## config.mk

```make
export PLATFORM = sky130hd
export DESIGN_NAME = gpc_game_port
export DESIGN_NICKNAME = d
export VERILOG_FILES = /design/src/pkg/gpc_pkg.sv /design/src/rtl/gpc_game_port.sv
export VERILOG_INCLUDE_DIRS = /design/src /design/src/pkg
export SDC_FILE = /design/constraint.sdc
export NUM_CORES = 1
export LEC_CHECK = 0
export ABC_CLOCK_PERIOD_IN_PS = 3550
export BUFFER_PORTS_ARGS = -buffer_cell sky130_fd_sc_hd__buf_2
export CORE_ASPECT_RATIO = 1.1
export CORE_MARGIN = 1.5
export CORE_UTILIZATION = 40
export DETAILED_ROUTE_END_ITERATION = 7
export PLACE_DENSITY_LB_ADDON = 0.12
export RECOVER_POWER = 25
export SLEW_MARGIN = 15
export SYNTH_ARGS = -nofsm -noshare
export SYNTH_HDL_FRONTEND = slang
export SYNTH_SLANG_ARGS = --single-unit
```

## constraint.sdc

```tcl
create_clock -name clk_sys -period 3.55 [get_ports clk_sys]
set_input_delay 0.5325 -clock clk_sys [delete_from_list [all_inputs] [get_ports clk_sys]]
set_output_delay 0.5325 -clock clk_sys [all_outputs]
set_load 0.05 [all_outputs]
```

## src/pkg/gpc_regs.svh

```systemverilog
// Purpose: Register offsets, field positions, reset values and timing counts of the game port
// Assumes: 8-bit register data, 4-bit register address, clk_sys at 100 MHz
// Notes:   Definitions only
`ifndef GPC_REGS_SVH
`define GPC_REGS_SVH

// Register offsets
`define GPC_OFF_CTL       4'h0
`define GPC_OFF_LST       4'h1
`define GPC_OFF_CNT_FIRST 4'h4
`define GPC_OFF_CNT_LAST  4'hb

// Port control register fields
`define GPC_CTL_MODE_BIT  0
`define GPC_CTL_EN_BIT    1
`define GPC_CTL_RESET     8'h02

// Legacy status layout: axes in the low nibble, buttons in the high nibble
`define GPC_LST_AXIS_LSB  0
`define GPC_LST_BTN_LSB   4

// Timing
`define GPC_CLK_MHZ       100
`define GPC_DISCH_NS      1500
`define GPC_DISCH_CYC     ((`GPC_DISCH_NS * `GPC_CLK_MHZ + 999) / 1000)
`define GPC_TICK_NS       1000
`define GPC_TICK_CYC      ((`GPC_TICK_NS * `GPC_CLK_MHZ) / 1000)

// Position counter full count
`define GPC_CNT_FULL      16'hffff

`endif

```

## src/pkg/gpc_pkg.sv

```systemverilog
// Purpose: Types shared by the game port block
// Assumes: Offsets and counts live in gpc_regs.svh
// Notes:   Bus request travels as one packed struct
package gpc_pkg;

  // Per-axis measurement state
  typedef enum logic [1:0] {
    AX_HOLD,
    AX_CHARGE,
    AX_DISCH
  } gpc_axis_st_t;

  // Register bus request from software
  typedef struct packed {
    logic [3:0] addr;
    logic [7:0] wdata;
    logic       wr;
    logic       rd;
  } gpc_bus_req_t;

endpackage

```

## src/rtl/gpc_game_port.sv

```systemverilog
// Purpose: Game port front end for two analog game devices, axes and buttons
// Assumes: Axis lines are open drain with external RC charge networks
// Notes:   Axis order is device A X, A Y, device B X, B Y; buttons A0, A1, B0, B1
`timescale 1ns/1ps
`default_nettype none
`include "gpc_regs.svh"

// Operation
// - Idle enabled axis lines driven low.
// - Write to offset 1 releases axis lines.
// - Charge time observable per axis.
// - Sensed high starts about 1.5 us discharge.
// - After discharge hold low until restart.
// - Busy axis ignores new start writes.
// - Buttons reported raw in legacy status.
// - Two devices, two axes, two buttons.
// - Legacy polled and enhanced counted modes.
// - Control bit 0 selects mode, legacy default.
// - Axis status bit set while axis in charge state.
// - Enhanced mode uses four 16-bit counters.
module gpc_game_port #(
  parameter int NUM_AXES  = 4,
  parameter int NUM_BTNS  = 4,
  parameter int CNT_WIDTH = 16
) (
  input  wire logic                  clk_sys,
  input  wire logic                  rst,
  input  wire gpc_pkg::gpc_bus_req_t busReq,
  output logic [7:0]                 busRdata,
  input  wire logic [NUM_AXES-1:0]   axisIn,
  output logic [NUM_AXES-1:0]        axisOut,
  output logic [NUM_AXES-1:0]        axisOe,
  input  wire logic [NUM_BTNS-1:0]   buttonIn,
  output logic                       portEnabled,
  output logic                       enhancedMode
);

  localparam logic [7:0]           DISCH_LAST = 8'(`GPC_DISCH_CYC - 1);
  localparam logic [7:0]           TICK_LAST  = 8'(`GPC_TICK_CYC - 1);
  localparam logic [CNT_WIDTH-1:0] CNT_FULL   = CNT_WIDTH'(`GPC_CNT_FULL);

  // Axis index addressed by a counter register offset
  function automatic logic [1:0] axisOf(input logic [3:0] addr);
    logic [3:0] idx;
    idx    = addr - `GPC_OFF_CNT_FIRST;
    axisOf = idx[2:1];
  endfunction

  // True when the offset falls on a position counter byte
  function automatic logic isCnt(input logic [3:0] addr);
    isCnt = (addr >= `GPC_OFF_CNT_FIRST) && (addr <= `GPC_OFF_CNT_LAST);
  endfunction

  // Synchroniser state
  logic [NUM_AXES-1:0] axisS1_q;
  logic [NUM_AXES-1:0] axisS2_q;
  logic [NUM_BTNS-1:0] btnS1_q;
  logic [NUM_BTNS-1:0] btnS2_q;

  // Control and bus state
  logic [7:0] ctl_q;
  logic [7:0] ctl_d;
  logic [7:0] rdata_q;
  logic [7:0] rdata_d;

  // Counter tick prescaler
  logic [7:0] tick_q;
  logic [7:0] tick_d;
  logic       tickPulse;

  // Per-axis measurement state
  gpc_pkg::gpc_axis_st_t axSt_q   [NUM_AXES];
  gpc_pkg::gpc_axis_st_t axSt_d   [NUM_AXES];
  logic [7:0]            disch_q  [NUM_AXES];
  logic [7:0]            disch_d  [NUM_AXES];
  logic [CNT_WIDTH-1:0]  cnt_q    [NUM_AXES];
  logic [CNT_WIDTH-1:0]  cnt_d    [NUM_AXES];
  logic [7:0]            hiSnap_q [NUM_AXES];
  logic [7:0]            hiSnap_d [NUM_AXES];

  logic                startWr;
  logic [NUM_AXES-1:0] charging;

  // Two flops per input; only the second stage is used beyond this block
  always_ff @(posedge clk_sys)
  begin
    if (rst)
    begin
      axisS1_q <= '0;
      axisS2_q <= '0;
      btnS1_q  <= '0;
      btnS2_q  <= '0;
    end
    else
    begin
      axisS1_q <= axisIn;
      axisS2_q <= axisS1_q;
      btnS1_q  <= buttonIn;
      btnS2_q  <= btnS1_q;
    end
  end

  // Mode and enable seen by the outside
  assign portEnabled  = ctl_q[`GPC_CTL_EN_BIT];
  assign enhancedMode = ctl_q[`GPC_CTL_MODE_BIT];

  // A write to the legacy status offset is the start command
  assign startWr = busReq.wr && (busReq.addr == `GPC_OFF_LST);

  // Prescaler for the 1 MHz position counting rate
  assign tickPulse = (tick_q == TICK_LAST);

  always_comb
  begin
    tick_d = tickPulse ? 8'h00 : tick_q + 8'h01;
  end

  // Per-axis measurement: hold low, charge, discharge
  always_comb
  begin
    for (int i = 0; i < NUM_AXES; i++)
    begin
      axSt_d[i]   = axSt_q[i];
      disch_d[i]  = disch_q[i];
      cnt_d[i]    = cnt_q[i];
      charging[i] = (axSt_q[i] == gpc_pkg::AX_CHARGE);
      case (axSt_q[i])
        gpc_pkg::AX_HOLD:
        begin
          if (startWr && portEnabled)
          begin
            axSt_d[i] = gpc_pkg::AX_CHARGE;
            cnt_d[i]  = '0;
          end
        end
        gpc_pkg::AX_CHARGE:
        begin
          if (axisS2_q[i])
          begin
            axSt_d[i]  = gpc_pkg::AX_DISCH;
            disch_d[i] = 8'h00;
          end
          else if (enhancedMode && tickPulse && (cnt_q[i] != CNT_FULL))
          begin
            cnt_d[i] = cnt_q[i] + 1'b1;
          end
        end
        gpc_pkg::AX_DISCH:
        begin
          disch_d[i] = disch_q[i] + 8'h01;
          if (disch_q[i] == DISCH_LAST)
          begin
            axSt_d[i] = gpc_pkg::AX_HOLD;
          end
        end
        default:
        begin
          axSt_d[i] = gpc_pkg::AX_HOLD;
        end
      endcase
    end
  end

  // Axis line drivers: low unless charging or port disabled
  always_comb
  begin
    axisOut = '0;
    for (int i = 0; i < NUM_AXES; i++)
    begin
      axisOe[i] = portEnabled && !charging[i];
    end
  end

  // Register writes, reads and high byte snapshot on low byte read
  always_comb
  begin
    ctl_d   = ctl_q;
    rdata_d = 8'h00;
    for (int i = 0; i < NUM_AXES; i++)
    begin
      hiSnap_d[i] = hiSnap_q[i];
    end
    if (busReq.wr && (busReq.addr == `GPC_OFF_CTL))
    begin
      ctl_d = {6'h00, busReq.wdata[`GPC_CTL_EN_BIT], busReq.wdata[`GPC_CTL_MODE_BIT]};
    end
    if (busReq.rd)
    begin
      if (busReq.addr == `GPC_OFF_CTL)
      begin
        rdata_d = ctl_q;
      end
      else if (busReq.addr == `GPC_OFF_LST)
      begin
        rdata_d[`GPC_LST_AXIS_LSB +: 4] = charging;
        rdata_d[`GPC_LST_BTN_LSB +: 4]  = btnS2_q;
      end
      else if (isCnt(busReq.addr))
      begin
        if (!busReq.addr[0])
        begin
          rdata_d = cnt_q[axisOf(busReq.addr)][7:0];
          hiSnap_d[axisOf(busReq.addr)] = cnt_q[axisOf(busReq.addr)][15:8];
        end
        else
        begin
          rdata_d = hiSnap_q[axisOf(busReq.addr)];
        end
      end
    end
  end

  assign busRdata = rdata_q;

  // State registers
  always_ff @(posedge clk_sys)
  begin
    if (rst)
    begin
      ctl_q   <= `GPC_CTL_RESET;
      rdata_q <= 8'h00;
      tick_q  <= 8'h00;
      for (int i = 0; i < NUM_AXES; i++)
      begin
        axSt_q[i]   <= gpc_pkg::AX_HOLD;
        disch_q[i]  <= 8'h00;
        cnt_q[i]    <= '0;
        hiSnap_q[i] <= 8'h00;
      end
    end
    else
    begin
      ctl_q   <= ctl_d;
      rdata_q <= rdata_d;
      tick_q  <= tick_d;
      for (int i = 0; i < NUM_AXES; i++)
      begin
        axSt_q[i]   <= axSt_d[i];
        disch_q[i]  <= disch_d[i];
        cnt_q[i]    <= cnt_d[i];
        hiSnap_q[i] <= hiSnap_d[i];
      end
    end
  end

endmodule
`default_nettype wire

```

Yosys cells after proc, flatten, opt, wreduce, memory -nomap -nowiden
Memory sizes are Yosys's and may differ from the RTL's.
Cells that the tools add are included.
{"block": "classes", "add_sub_neg": 10, "n_mux": 71, "eq_ne": 18, "reduce_logical": 26, "bitwise": 18, "order_cmp": 4}
{"operator": "16-bit two-way mux", "count": 16}
{"operator": "32-bit two-way mux", "count": 5}
{"operator": "8-bit two-way mux", "count": 16}
{"operator": "16-bit one-hot mux with 2 select lines", "count": 4}
{"operator": "16-bit by 1-bit adder with 16-bit output, second input constant", "count": 4}
{"operator": "16-bit != test, second input constant", "count": 4}
{"operator": "8-bit one-hot mux with 2 select lines", "count": 4}
{"operator": "8-bit by 1-bit adder with 8-bit output, second input constant", "count": 5}
{"operator": "2-bit two-way mux", "count": 17}
{"operator": "32-bit bitwise mux", "count": 1}
{"operator": "8-bit equality test, second input constant", "count": 4}
{"operator": "2-bit one-hot mux with 3 select lines", "count": 4}
{"operator": "8-bit demux with 2-bit select", "count": 1}
{"operator": "1-bit bitwise OR", "count": 16}
{"operator": "1-bit logical AND", "count": 14}
{"operator": "2-bit by 1-bit equality test with 1-bit output, second input constant", "count": 4}
{"operator": "2-bit equality test, second input constant", "count": 4}
{"operator": "8-bit by 7-bit equality test with 1-bit output, second input constant", "count": 1}
{"operator": "2-bit zero test", "count": 4}
{"operator": "4-bit by 1-bit equality test with 1-bit output, second input constant", "count": 1}
{"operator": "4-bit by 3-bit greater-or-equal comparator with 1-bit output, second input constant", "count": 1}
{"operator": "4-bit <= comparator, second input constant", "count": 1}
{"operator": "1-bit zero test", "count": 4}
{"operator": "4-bit zero test", "count": 1}
{"operator": "8 further kinds", "count": 11}
{"block": "word_totals", "n_memories": 4, "reg_bits": 34, "mem_bits_rw": 136, "input_bits": 24, "elab_cells": 159}
{"memory": "cnt_q", "depth": 4, "word_bits": 16, "read_ports": 5, "rd_clocked_by_memory_dff": 0, "wr": 4, "line_no": "gpc_game_port.sv:76", "rtl": "logic [CNT_WIDTH-1:0] cnt_q [NUM_AXES];"}
{"memory": "disch_q", "depth": 4, "word_bits": 8, "read_ports": 4, "rd_clocked_by_memory_dff": 0, "wr": 4, "line_no": "gpc_game_port.sv:74", "rtl": "logic [7:0] disch_q [NUM_AXES];"}
{"memory": "hiSnap_q", "depth": 4, "word_bits": 8, "read_ports": 5, "rd_clocked_by_memory_dff": 0, "wr": 4, "line_no": "gpc_game_port.sv:78", "rtl": "logic [7:0] hiSnap_q [NUM_AXES];"}
{"memory": "axSt_q", "depth": 4, "word_bits": 2, "read_ports": 4, "rd_clocked_by_memory_dff": 0, "wr": 4, "line_no": "gpc_game_port.sv:72", "rtl": "gpc_pkg::gpc_axis_st_t axSt_q [NUM_AXES];"}

Longest topological paths before layout
{"block": "logic_depth", "ltp_word": 13, "depth_mapped": 13, "mapped_depth_nobuf": 7}

Worst setup path before layout
No wires, ideal clock.
{"block": "synth_timing", "kind": "input-to-reg", "from": "input busReq[12] in the netlist's numbering", "to": "memory cnt_q[0][3]", "setup_time_ps": 131, "required_ps": 3419, "n_path_buf": 6, "t_arrival_ps": 2848, "path_stages": 13, "path_slack_ps": 571, "cell_sequence": "buf_2 -> buf_4 -> buf_2 -> inv_1 -> ha_1 -> nand2b_1 -> buf_2 -> or4_4 -> buf_6 -> and3_4 -> buf_6 -> o311ai_1 -> o41ai_1"}
{"element": "from (decl)", "line_no": "gpc_game_port.sv:28", "rtl": "input wire gpc_pkg::gpc_bus_req_t busReq,"}
{"element": "to (decl)", "line_no": "gpc_game_port.sv:76"}

==> flow_metrics.env <==
export IMPL_outcome="completed"
export IMPL_whs_ns=0.306
export IMPL_pwr_share_seq_pct=48.0
export IMPL_synth_area_sq_um=8760
export IMPL_register_area_sq_um=3400
export IMPL_start_kind="flop"
export IMPL_setup_viol=0
export IMPL_post_route_period_util_pct=75.1
export IMPL_synth_top_cell_area_share_pct=38.8
export IMPL_synth_seq_cells=170
export IMPL_cts_tree="built"
export IMPL_multi_input_area_sq_um=4990
export IMPL_p_sw_mw=0.988
export IMPL_die_y_um=158
export IMPL_peakVddDrop_mv=0.270
export IMPL_post_cts_setup_buffer_count=0
export IMPL_cp_end_kind="flop"
export IMPL_rsz0062_at_grt="no"
export IMPL_portBuffers=31
export IMPL_ys_seq_area_share_pct=38.8
export IMPL_row_count=56
export IMPL_intPower_mw=3.05
export IMPL_crit_type="reg2reg"
export IMPL_dr_pass1_iters=5
export IMPL_clk_pin_slew_ns=0.08
export IMPL_antenna_found_initial=0
export IMPL_p_leak_nw=3.18
export IMPL_max_slew_margin_rel_pct=31.1
export IMPL_finalSetupTns_ns=0
export IMPL_cp_max_fo=13
export IMPL_min_period_ns=2.67
export IMPL_final_max_slew_viol_count=0
export IMPL_yosys_top_cells_count="dfxtp_1 (170), nor2_1 (93), nand2_1 (79)"
export IMPL_core_sq_um=21400
export IMPL_syn_avg_cell_area_sq_um=8.89
export IMPL_drt_vias_per_instance=5.71
export IMPL_hold_viol_final=0
export IMPL_gp_congestion=0.843
export IMPL_clockBufferDepth=2
export IMPL_h_tree_depth=4
export IMPL_finalClockSkew_ns=0.0130
export IMPL_switching_share_pct=24.5
export IMPL_wl_um=23600
export IMPL_io_pins=42
export IMPL_synth_area_leader_cell="dfxtp_1"
export IMPL_ys_types=78
export IMPL_ys_warn_count=0
export IMPL_route_detailed_drc=0
export IMPL_cts_hold_buffers=0
export IMPL_grt_max_degree=126
export IMPL_hp_class="in2reg"
export IMPL_track_usage_pct=21.3
export IMPL_synthArstFlopShare_pct=0
export IMPL_worstPathRequired_ns=3.89
export IMPL_layout_drive_gt1_share_pct=11.0
export IMPL_nFillCells=2150
export IMPL_die_area_sq_um=22800
export IMPL_grt_pass1_vias=6923
export IMPL_grt_overflow=0
export IMPL_cts_made_buffers=17
export IMPL_start_util_pct=40.9
export IMPL_max_freq_mhz=375
export IMPL_cts_root_buf="clkbuf_16"
export IMPL_syn_inst=985
export IMPL_synth_edf_count=0
export IMPL_vias=7389
export IMPL_tightest_slew_ns=1.03
export IMPL_clkPwrFrac_pct=47.6
export IMPL_chipWidth_um=144
export IMPL_syn_to_final_growth_pct=10.7
export IMPL_nets=1030
export IMPL_first_iter_violations=499
export IMPL_hpwl_um=16100
export IMPL_synth_top_flop_cell="dfxtp_1"
export IMPL_cts_resized_gates=0
export IMPL_cts_sinks=170
export IMPL_drt_wirelength_per_cell_um=18.3
export IMPL_clock_latency_ns=0.43
export IMPL_antenna_cells=0
export IMPL_p_comb_share_pct=4.4
export IMPL_p_total_mw=4.04
export IMPL_synthTopCellsByArea="dfxtp_1 (39%), mux4_2 (6.2%), mux2i_1 (4.1%), nor2_1 (4.0%), a21oi_1 (3.4%)"
export IMPL_powerDensity_nw_per_um2=416
export IMPL_drv_cap=0
export IMPL_ant_nets=0
export IMPL_grt_pass1_wl_um=37500
export IMPL_yosysMostFrequentCell="dfxtp_1"
export IMPL_cp_arrival_ns=3.01
-- cell families (layout without fill, tap and decap cells) --
| family | count (synthesis) | count (layout) | synth area share [%] |
|---|---|---|---|
| simple gates | 411 | 411 | 25.0 |
| compound gates | 222 | 222 | 17.1 |
| flops | 170 | 170 | 38.8 |
| buf+inv | 84 | 101 | 4.30 |
| mux | 64 | 64 | 10.8 |
| xor+xnor | 19 | 19 | 1.90 |
| fa+ha+maj | 14 | 14 | 2.00 |
| other cells | 1 | 4 | 0.0428 |
-- final cells by class --
| cell class | count | share of cell area [%] |
|---|---|---|
| clock inverter | 14 | 1.64 |
| clock buffer | 18 | 4.53 |
| multi-input combinational | 734 | 51.5 |
| inverter | 24 | 0.929 |
| timing repair buffer | 45 | 2.58 |
| tap | 290 | 3.74 |
| sequential | 170 | 35.1 |
-- cells in the final DEF, fill, tap and decap left out, drive strengths merged, types with 11 or more instances in the layout --
master,count
nand2b,15
nand3b,12
clkbuf,30
nand2,79
nor2b,33
xor2,13
ha,14
mux2i,36
a21oi,61
dfxtp,170
nor3,21
o41ai,13
mux4,24
o21ai,48
and3,18
inv,29
nor4,11
buf,33
or3,23
nand3,42
nor2,95
nand4,20
-- metal layers --
metal	GRT usage (%)	share of wire (%)
met5	0	0
met4	8.55	2.6
met3	3.21	3.5
met2	35.1	47
met1	27.8	47
-- registers in the layout (all words and copies together) (netlist names) --
signal    cells
cnt_q        64
disch_q      32
hiSnap_q     32
axSt_q        8
busRdata      8
tick_q        8
axisS1_q      4
axisS2_q      4
btnS1_q       4
btnS2_q       4
ctl_q         2
-- power groups by stage --
stage / clock network, mW / registers, mW / logic [mW]
6_report: 1.92 / 1.94 / 0.179
5_1_grt: 2.04 / 1.94 / 0.195
4_1_cts: 1.97 / 1.94 / 0.182
3_5_place_dp: 0 / 1.98 / 0.181
3_3_place_gp: 0 / 1.98 / 0.181
2_1_floorplan: 0 / 1.98 / 0.135
-- metrics by stage --
step / cells / util [%] / worst slack (ns) / cell area, sq um
global placement: 1263 / 42.6 / 0.789 / 9120
detailed placement: 1263 / 42.6 / 0.784 / 9120
floorplan: 988 / - / 0.571 / 8770
finish: 1295 / 45.2 / 0.882 / 9700
global route: 1295 / 45.2 / 0.714 / 9700
CTS: 1295 / 45.3 / 0.867 / 9720
-- critical path, cell delays in order (launching register included) --
cell and delay [ns]:
dfxtp_1 0.38, ha_1 0.27, and4b_1 0.26, nand3_1 0.08, buf_4 0.22, o31ai_2 0.89, a41oi_1 0.22, a211oi_1 0.24
-- worst paths after layout --
kind	endpoint	cells past startpoint	slack, ns	from
setup / recovery	cnt_q[1][7]	7	0.88	tick_q[0]
hold / removal	axisS1_q[1]	2	0.31	axisIn[1]
setup reg to reg	cnt_q[1][7]	7	0.88	tick_q[0]
hold reg to reg	axisS2_q[3]	1	0.44	axisS1_q[3]
No activity file was read; power rests on OpenSTA's default activity.
